==> src/card_host_regs.vh <==
// Timing and field constants for the flash card host controller
`ifndef CARD_HOST_REGS_VH
`define CARD_HOST_REGS_VH
`define CLK_PERIOD_NS        5
`define RESET_HOLD_NS        500
`define RESET_HOLD_CYC       ((`RESET_HOLD_NS + `CLK_PERIOD_NS - 1) / `CLK_PERIOD_NS)
`define RESET_RECOVER_NS     20000
`define RESET_RECOVER_CYC    (`RESET_RECOVER_NS / `CLK_PERIOD_NS)
`define STROBE_CYC           30
`define SETUP_CYC            8
`define ATTR_PROTECT_LIMIT   10'h080
`define ATTR_SIZE            10'h200
`define ADDR_WIDTH           25
`define SEGMENT_BYTES        32'h00200000
`define SECTOR_BYTES         32'h00010000
`define SIZE_BYTE_LOW        2'h0
`define SIZE_BYTE_HIGH       2'h1
`define SIZE_WORD            2'h2
`endif

==> src/pulse_timer.v <==
// Down counter that times one bus phase
`timescale 1ns/10ps
module pulse_timer #(
    parameter WIDTH = 16
) (
    input  wire             clk,
    input  wire             rst_n,
    input  wire             load,
    input  wire [WIDTH-1:0] count,
    output reg              done
);
    reg [WIDTH-1:0] remain;

    always @(posedge clk or negedge rst_n) begin
        if (!rst_n) begin
            remain <= {WIDTH{1'b0}};
            done   <= 1'b0;
        end else if (load) begin
            remain <= count;
            done   <= 1'b0;
        end else if (remain != {WIDTH{1'b0}}) begin
            remain <= remain - {{(WIDTH-1){1'b0}}, 1'b1};
            done   <= (remain == {{(WIDTH-1){1'b0}}, 1'b1});
        end else begin
            done <= 1'b0;
        end
    end
endmodule // pulse_timer

==> src/card_host.v <==
// Host socket controller that drives a flash memory card over its bus pins
//
// Contract
// - Host drives all address lines every cycle
// - Hold reset 500 ns, wait 20 us
// - Never reset during program or erase
// - Attribute data valid only on low lane
// - Word access asserts both selects
// - Attribute read holds select and gate
// - Attribute write holds select, strobe, gate off
`timescale 1ns/10ps
`include "card_host_regs.vh"
module card_host #(
    parameter RESET_HOLD    = `RESET_HOLD_CYC,
    parameter RESET_RECOVER = `RESET_RECOVER_CYC,
    parameter STROBE        = `STROBE_CYC,
    parameter SETUP         = `SETUP_CYC
) (
    input  wire        clk,
    input  wire        rst_n,
    input  wire        req_valid,
    input  wire        req_write,
    input  wire        req_attr,
    input  wire [1:0]  req_size,
    input  wire [24:0] req_addr,
    input  wire [15:0] req_wdata,
    input  wire        reset_req,
    output reg         req_ready,
    output reg         rsp_valid,
    output reg         rsp_error,
    output reg  [15:0] rsp_rdata,
    output reg         card_ready,
    output reg  [24:0] card_addr,
    output reg         low_lane_card_select_n,
    output reg         high_lane_card_select_n,
    output reg         output_gate_n,
    output reg         write_strobe_n,
    output reg         attr_select_n,
    output reg         card_reset,
    output reg  [7:0]  low_data_lane_out,
    output reg         low_data_lane_oe_n,
    output reg  [7:0]  high_data_lane_out,
    output reg         high_data_lane_oe_n,
    input  wire [7:0]  low_data_lane_in,
    input  wire [7:0]  high_data_lane_in,
    input  wire        ready_busy_flag,
    input  wire        write_lock
);
    // ------------------------------------------------------------
    // States
    // ------------------------------------------------------------
    localparam [6:0] ST_IDLE    = 7'h01;
    localparam [6:0] ST_SETUP   = 7'h02;
    localparam [6:0] ST_STROBE  = 7'h04;
    localparam [6:0] ST_HOLD    = 7'h08;
    localparam [6:0] ST_RST_ON  = 7'h10;
    localparam [6:0] ST_RST_OFF = 7'h20;
    localparam [6:0] ST_DONE    = 7'h40;

    reg  [6:0]  state;
    reg  [6:0]  next_state;
    reg         timer_load;
    reg  [15:0] timer_count;
    wire        timer_done;
    reg         cur_write;
    reg         cur_attr;
    reg  [1:0]  cur_size;
    reg  [15:0] wdata;
    reg         pending_reset;

    pulse_timer #(.WIDTH(16)) u_timer (
        .clk   (clk),
        .rst_n (rst_n),
        .load  (timer_load),
        .count (timer_count),
        .done  (timer_done)
    );

    // ------------------------------------------------------------
    // Request checks
    // ------------------------------------------------------------
    wire attr_locked = req_attr && req_write && (req_addr[9:0] < `ATTR_PROTECT_LIMIT);
    wire reject      = req_write && (write_lock || attr_locked);
    wire bad_size    = (req_size == 2'h3);

    always @* begin
        next_state  = state;
        timer_load  = 1'b0;
        timer_count = 16'h0000;
        case (state)
            ST_IDLE: begin
                if (pending_reset && ready_busy_flag) begin
                    next_state  = ST_RST_ON;
                    timer_load  = 1'b1;
                    timer_count = RESET_HOLD[15:0];
                end else if (req_valid && !reject && !bad_size && ready_busy_flag && !pending_reset) begin
                    next_state  = ST_SETUP;
                    timer_load  = 1'b1;
                    timer_count = SETUP[15:0];
                end
            end
            ST_SETUP: begin
                if (timer_done) begin
                    next_state  = ST_STROBE;
                    timer_load  = 1'b1;
                    timer_count = STROBE[15:0];
                end
            end
            ST_STROBE: begin
                if (timer_done) begin
                    next_state  = ST_HOLD;
                    timer_load  = 1'b1;
                    timer_count = SETUP[15:0];
                end
            end
            ST_HOLD: begin
                if (timer_done) begin
                    next_state = ST_DONE;
                end
            end
            ST_RST_ON: begin
                if (timer_done) begin
                    next_state  = ST_RST_OFF;
                    timer_load  = 1'b1;
                    timer_count = RESET_RECOVER[15:0];
                end
            end
            ST_RST_OFF: begin
                if (timer_done) begin
                    next_state = ST_IDLE;
                end
            end
            ST_DONE: begin
                next_state = ST_IDLE;
            end
            default: begin
                next_state = ST_IDLE;
            end
        endcase
    end

    // ------------------------------------------------------------
    // Pin and response registers
    // ------------------------------------------------------------
    always @(posedge clk or negedge rst_n) begin
        if (!rst_n) begin
            state                   <= ST_IDLE;
            cur_write               <= 1'b0;
            cur_attr                <= 1'b0;
            cur_size                <= 2'h0;
            wdata                   <= 16'h0000;
            pending_reset           <= 1'b0;
            req_ready               <= 1'b0;
            rsp_valid               <= 1'b0;
            rsp_error               <= 1'b0;
            rsp_rdata               <= 16'h0000;
            card_ready              <= 1'b0;
            card_addr               <= 25'h0000000;
            low_lane_card_select_n  <= 1'b1;
            high_lane_card_select_n <= 1'b1;
            output_gate_n           <= 1'b1;
            write_strobe_n          <= 1'b1;
            attr_select_n           <= 1'b1;
            card_reset              <= 1'b0;
            low_data_lane_out       <= 8'h00;
            low_data_lane_oe_n      <= 1'b1;
            high_data_lane_out      <= 8'h00;
            high_data_lane_oe_n     <= 1'b1;
        end else begin
            state      <= next_state;
            rsp_valid  <= 1'b0;
            rsp_error  <= 1'b0;
            card_ready <= ready_busy_flag && (state != ST_RST_ON) && (state != ST_RST_OFF);
            req_ready  <= (next_state == ST_IDLE) && ready_busy_flag && !pending_reset;
            if (reset_req) begin
                pending_reset <= 1'b1;
            end else if (state == ST_RST_ON) begin
                pending_reset <= 1'b0;
            end
            case (state)
                ST_IDLE: begin
                    if (next_state == ST_SETUP) begin
                        cur_write     <= req_write;
                        cur_attr      <= req_attr;
                        cur_size      <= req_size;
                        card_addr     <= req_addr;
                        attr_select_n <= ~req_attr;
                        if (req_size == `SIZE_WORD) begin
                            low_lane_card_select_n  <= 1'b0;
                            high_lane_card_select_n <= 1'b0;
                        end else if (req_size == `SIZE_BYTE_HIGH) begin
                            low_lane_card_select_n  <= 1'b1;
                            high_lane_card_select_n <= 1'b0;
                        end else begin
                            low_lane_card_select_n  <= 1'b0;
                            high_lane_card_select_n <= 1'b1;
                        end
                        if (req_size == `SIZE_BYTE_LOW && req_addr[0]) begin
                            wdata <= {8'h00, req_wdata[15:8]};
                        end else begin
                            wdata <= req_wdata;
                        end
                    end else if (req_valid && req_ready && (reject || bad_size)) begin
                        rsp_valid <= 1'b1;
                        rsp_error <= 1'b1;
                    end
                end
                ST_SETUP: begin
                    if (timer_done) begin
                        if (cur_write) begin
                            write_strobe_n <= 1'b0;
                            output_gate_n  <= 1'b1;
                            low_data_lane_oe_n  <= ~(cur_size != `SIZE_BYTE_HIGH);
                            high_data_lane_oe_n <= ~(cur_size != `SIZE_BYTE_LOW) | cur_attr;
                            low_data_lane_out   <= (cur_size == `SIZE_BYTE_HIGH) ? 8'h00 : wdata[7:0];
                            high_data_lane_out  <= wdata[15:8];
                        end else begin
                            output_gate_n <= 1'b0;
                        end
                    end
                end
                ST_STROBE: begin
                    if (timer_done) begin
                        if (!cur_write) begin
                            if (cur_attr) begin
                                rsp_rdata <= {8'h00, low_data_lane_in};
                            end else if (cur_size == `SIZE_BYTE_HIGH) begin
                                rsp_rdata <= {high_data_lane_in, 8'h00};
                            end else if (cur_size == `SIZE_BYTE_LOW) begin
                                rsp_rdata <= {8'h00, low_data_lane_in};
                            end else begin
                                rsp_rdata <= {high_data_lane_in, low_data_lane_in};
                            end
                        end
                        write_strobe_n <= 1'b1;
                        output_gate_n  <= 1'b1;
                    end
                end
                ST_HOLD: begin
                    if (timer_done) begin
                        low_data_lane_oe_n      <= 1'b1;
                        high_data_lane_oe_n     <= 1'b1;
                        low_lane_card_select_n  <= 1'b1;
                        high_lane_card_select_n <= 1'b1;
                        attr_select_n           <= 1'b1;
                    end
                end
                ST_DONE: begin
                    rsp_valid <= 1'b1;
                end
                default: begin
                    if (next_state == ST_RST_ON || state == ST_RST_ON) begin
                        low_data_lane_oe_n  <= 1'b1;
                        high_data_lane_oe_n <= 1'b1;
                    end
                end
            endcase
            card_reset <= (next_state == ST_RST_ON);
        end
    end
endmodule // card_host

==> config.mk <==
export PLATFORM = sky130hd
export DESIGN_NAME = card_host
export DESIGN_NICKNAME = d
export VERILOG_FILES = /design/src/pulse_timer.v /design/src/card_host.v
export VERILOG_INCLUDE_DIRS = /design/src
export SDC_FILE = /design/constraint.sdc
export NUM_CORES = 1
export LEC_CHECK = 0
export ABC_AREA = 1
export BUFFER_PORTS_ARGS = -buffer_cell sky130_fd_sc_hd__buf_4
export CAP_MARGIN = 15
export CORE_UTILIZATION = 52
export CTS_BUF_LIST = sky130_fd_sc_hd__clkbuf_8
export CTS_CLUSTER_SIZE = 16
export DETAILED_ROUTE_END_ITERATION = 16
export PLACE_DENSITY_LB_ADDON = 0.3
export SETUP_SLACK_MARGIN = 0.5
export SLEW_MARGIN = 25
export SYNTH_ARGS = -nofsm -noshare
export SYNTH_HDL_FRONTEND = slang
export SYNTH_SLANG_ARGS = --single-unit
==> constraint.sdc <==
create_clock -name clk -period 2.18 [get_ports clk]
set_clock_uncertainty 0.2 [all_clocks]
set_input_delay 0.109 -clock clk [delete_from_list [all_inputs] [get_ports clk]]
set_output_delay 0.109 -clock clk [all_outputs]
set_load 0.02 [all_outputs]
# == Word level (Yosys, flattened, before mapping) ==
# Cells that the tools add are included.
# Widths: inputs -> output; s select.
# word_totals
reg_bits,114
input_bits,67
wordCells,151
# op_classes
n_addsub,1
magnitude_cmp,1
eq_ne,23
mux,57
bitwise_logic,6
reduce_logical,39
# op_table
op,n
$mux 16,6
$mux 7,8
$pmux 12 s4,1
$pmux 7 s6,1
$mux 1,27
$eq 16x1->1 const B,1
$reduce_bool 16->1,1
$sub 16x1->16 const B,1
$logic_and 1x1->1,15
$eq 7x1->1 const B,2
$eq 7x2->1 const B,2
$eq 7x5->1 const B,2
$pmux 1 s2,7
$mux 12,1
$reduce_and 3->1,4
$lt 10x8->1 const B,1
$reduce_bool 2->1,5
$mux 4,2
$mux 8,1
$ne 2x1->1 const B,4
$eq 7x3->1 const B,1
$eq 7x4->1 const B,1
$eq 7x6->1 const B,1
$eq 7x7->1 const B,1
17 further kinds,31

# == Logic depth before layout (Yosys ltp) ==
# depth
ltp_word,16
mapped_depth,13
depth_no_buf,13

# == By module ==
# From an unflattened synthesis, not the netlist that was laid out.
# hier_totals
hier_cells,631
hier_area_um2,5452.7
# by_module_without_submodules
mod,n_inst,cells_per_inst,area_each_um2
card_host,1,452,4234.1
pulse_timer,1,179,1218.7

# == Least setup slack after synthesis ==
# Ideal clock, no wire load.
# synth_timing
kind,register to register
startpoint,register state[0]
endpoint,register cur_size[1]
setup_ns,0.118
arrival_time_ns,1.489
required_time_ns,1.862
path_slack_ns,0.373
path_stages_with_launch,10
period_less_slack_ns,1.807
path_cell_list,dfstp_2 -> inv_1 -> nor3_2 -> nand3_2 -> nor2_4 -> nand2_2 -> buf_6 -> buf_6 -> nand2_1 -> o21ai_2
# synth_between
elab_chain_cells,5
# synth_lines
item,line,text
start: declaration,card_host.v:60,reg [6:0] state;
start signal: assignment,card_host.v:170,state <= next_state;
$mux 7,card_host.v:96,end else if (req_valid && !reject && !bad_size && ready_busy_flag && !pending_reset) begin
$mux 7,card_host.v:92,if (pending_reset && ready_busy_flag) begin
$pmux 7 s6,card_host.v:90,case (state)
$eq 7x2->1,card_host.v:182,if (next_state == ST_SETUP) begin
$reduce_and 2->1 (no source line) (*),n/a,
end signal: assignment,card_host.v:185,cur_size <= req_size;
end: declaration,card_host.v:67,reg [1:0] cur_size;
# Mark *: on every way between the ends. The rest lies on a longest branch, timed or not.
# A chain may end at the register's enable or synchronous reset.

# == Worst setup path after layout ==
# layout_timing
startpoint,register state[0]
endpoint,register low_lane_card_select_n
# layout_between
elab_chain_cells,6
# layout_lines
item,line,text
$mux 7,card_host.v:96,
$mux 7,card_host.v:92,
$pmux 7 s6,card_host.v:90,
$eq 7x2->1,card_host.v:182,
$ne 2x2->1 (no source line),n/a,
$reduce_and 3->1 (no source line),n/a,
end signal: assignment,card_host.v:189,low_lane_card_select_n <= 1'b0;
end signal: assignment,card_host.v:192,low_lane_card_select_n <= 1'b1;
end signal: assignment,card_host.v:195,low_lane_card_select_n <= 1'b0;
end: declaration,card_host.v:34,"output reg low_lane_card_select_n,"
# Several ways; a longest one is shown, not always the timed one.

==> reports/metrics.cfg <==
[sta]
maxSlewHeadroom_pct = 49.3
tns_ns = 0
min_period_ns = 2.07
period_share_pct = 94.8
max_slew.worst_pin.slew_ns = 0.761
finalHoldViolations = 0
rsz0062_at_grt = yes
max_freq_mhz = 484
drv_slew = 0
setup_viol = 0

[pwr]
sw_frac_of_total_pct = 41.3
p_clk_share_pct = 22.2
seqPwrFrac_pct = 36.9
internal-power_mw = 5.26
power_density_nw_per_um2 = 1060
peakVddDrop_uv = 775
switchingPower_mw = 3.70
p_comb_share_pct = 40.9
power_leakage_nw = 4.33
power.total_mw = 8.96

[layout]
diodes = 0
layout-drive-gt1-share_pct = 38.6
nNetsFinal = 935
area_growth_pct = 54.7
layout_commonest_cell = nand2_1
layout_common_cells = 191 x nand2_1, 160 x buf_4, 104 x dfrtp_1, 66 x dlygate4sd3_1, 44 x inv_1

[setup_path]
startpoint_type = flop
end_kind = flop
r2r_slack_ns = 0.11
critPathArrivalTime_ns = 2.23
critPathTopFamily = simple AND/OR/NAND/NOR gates
path_cells = inv_2 > nor3_4 > nand3_4 > nor2_1 > nand2_1 > nand3_2 > nand2_1 > nand2_1 > nand2_1
critPathMaxStageDelay_ns = 0.58
required_ns = 2.35
path_buf_inv = 1
crit_path_top_delay_cell = dfstp_2
setup.worst_path.class = reg -> reg
path_max_fanout = 6
crit_top_cell = nand2_1

[yosys]
synthCells = 615
yosys.area.top_type = dfrtp_1
ys_seq_area_share_pct = 52.4
synthTopCellsByArea = dfrtp_1 49%, nand2_1 14%, nand3_1 4.4%
synth-warning-count = 0
synth_top_area_share_pct = 48.6
ys_ff_latch = 114
syn_avg_cell_area_um2 = 8.88
syn-num-nets = 687
synth_flop_cell = dfrtp_1
async_flop_share_pct = 100
synth_edf_count = 0
synth_cell_type_count = 42
synth_area_um2 = 5460

[min_path]
hold_class = in -> reg

[clock_network]
cts_buffers = 17
tritoncts = built
insertion_delay_ns = 0.44
cts.path.max_buffers = 2
root_buffer = clkbuf_8
cts.sinks = 114
cts.htree.levels = 4
clk_pin_slew_ns = 0.08

[route]
drtIter0Drc = 401
wl_um = 18300
drtPass1Iterations = 7
antenna_left = 0
via_count = 5559
wl_per_cell_um = 18.1
vias_per_cell = 5.49
drc = 0

[place]
dp_hpwl_um = 9470
place.gp.congestion = 0.856
numPortBuffers = 135

[grt]
grt_max_degree = 56
globalRoute.totalOverflow = 0
grtUsageTotal_pct = 30.5
grt_pass1_vias = 5354
antenna_found_initial = 0
grt_pass1_wl_um = 25800

[floorplan]
die_h_um = 104
fp.dieW_um = 104
core_area_um2 = 10200
start_util_pct = 53.4
io_pins = 136
die_area_um2 = 10900
rows = 37

[run_status]
outcome = complete, no violations

[job]
cap_violations = 0

[registers in the layout, summed over array words and instances, names as in the netlist, 2 cells and up]
signal,flops
low_data_lane_out,8
card_addr,25
cur_size,2
wdata,16
u_timer.remain,16
state,7
rsp_rdata,16
high_data_lane_out,8
[through the flow]
| stage | worst slack, ns | std cells | hold WS, ns | area, um^2 | utilization, % |
|---|---|---|---|---|---|
| 2_1_floorplan | 0.451 | 615 | -0.387 | 5520 | - |
| 3_3_place_gp | 0.271 | 877 | -0.116 | 6660 | 65.1 |
| 3_5_place_dp | 0.157 | 877 | -0.115 | 6660 | 65.1 |
| 4_1_cts | 0.251 | 995 | 0.0111 | 7940 | 77.6 |
| 5_1_grt | 0.0422 | 1012 | 0.164 | 8450 | 82.6 |
| 6_report | 0.114 | 1012 | 0.135 | 8450 | 82.6 |
[cell families after synthesis]
logic type	Yosys count	share of synthesized area, %
and+or+nand+nor	337	28.2
DFF	114	52.4
buffers and inverters	73	6.60
AOI/OAI and AO/OA	59	6.64
muxes	16	3.25
xor gates and xnor gates	11	1.76
adders and majority gates	5	1.15
[synthesized netlist by cell type, types with 5 or more instances]
cell	number
dfrtp_1	106
o21ai_1	5
nor2_1	38
nand2_4	5
inv_2	5
nand3_1	48
mux2_2	6
dfstp_2	8
o21ai_0	30
nor2_4	5
nand4_1	7
nand2_1	209
ha_1	5
inv_1	47
a21oi_1	5
nor2_2	5
buf_6	10
o21ai_2	15
xor2_1	7
mux2i_1	8
[final timing paths]
check | start | to | depth (start not counted)
min in group asynchronous | rst_n | u_timer.remain[11] | 3
hold reg to reg | attr_select_n | attr_select_n | 2
hold / removal | write_lock | rsp_error | 7
setup reg to reg | state[0] | low_lane_card_select_n | 9
setup / recovery | state[0] | low_lane_card_select_n | 9
max in group asynchronous | rst_n | attr_select_n | 4
[power by group through the flow]
| stage | Clock [mW] | Combinational, mW | Sequential [mW] |
|---|---|---|---|
| floorplan | 0 | 1.79 | 3.47 |
| global placement | 0 | 3.04 | 3.20 |
| detailed placement | 0 | 3.11 | 3.22 |
| CTS | 1.97 | 3.39 | 3.22 |
| global route | 2.06 | 3.99 | 3.36 |
| finish | 1.99 | 3.66 | 3.31 |
[metal layers]
layer / up-vias / routed length, um / GRT usage, %
li1: 2465 / - / -
met1: 2696 / 6750 / 36.7
met2: 321 / 9440 / 51.7
met3: 77 / 1440 / 7.08
met4: 0 / 692 / 14.2
met5: - / 0 / 0
[repair_timing]
action / in CTS / in global routing
hold buffers: 66 / 0
setup buffers: 17 / 11
hold endpoints to repair: 176 / 0
gates resized for setup: 16 / 89
gates cloned: 3 / 6
pin swaps: 9 / 23
setup endpoints to repair: 97 / 141
[worst reg2reg max path, delay by kind of cell, from the launching register on]
kind,cells,cell delay (ns)
and+or+nand+nor,8,1.15
DFF,1,0.58
buffers and inverters,1,0.07
[cell type report]
class	count	area (um^2)
Clock buffer	17	234
Clock inverter	15	158
Fill cell	552	1780
Inverter	55	234
Multi-Input combinational cell	432	2630
Sequential cell	114	2870
Tap cell	136	170
Timing Repair Buffer	243	2160
(Power assumes the default switching activity.)
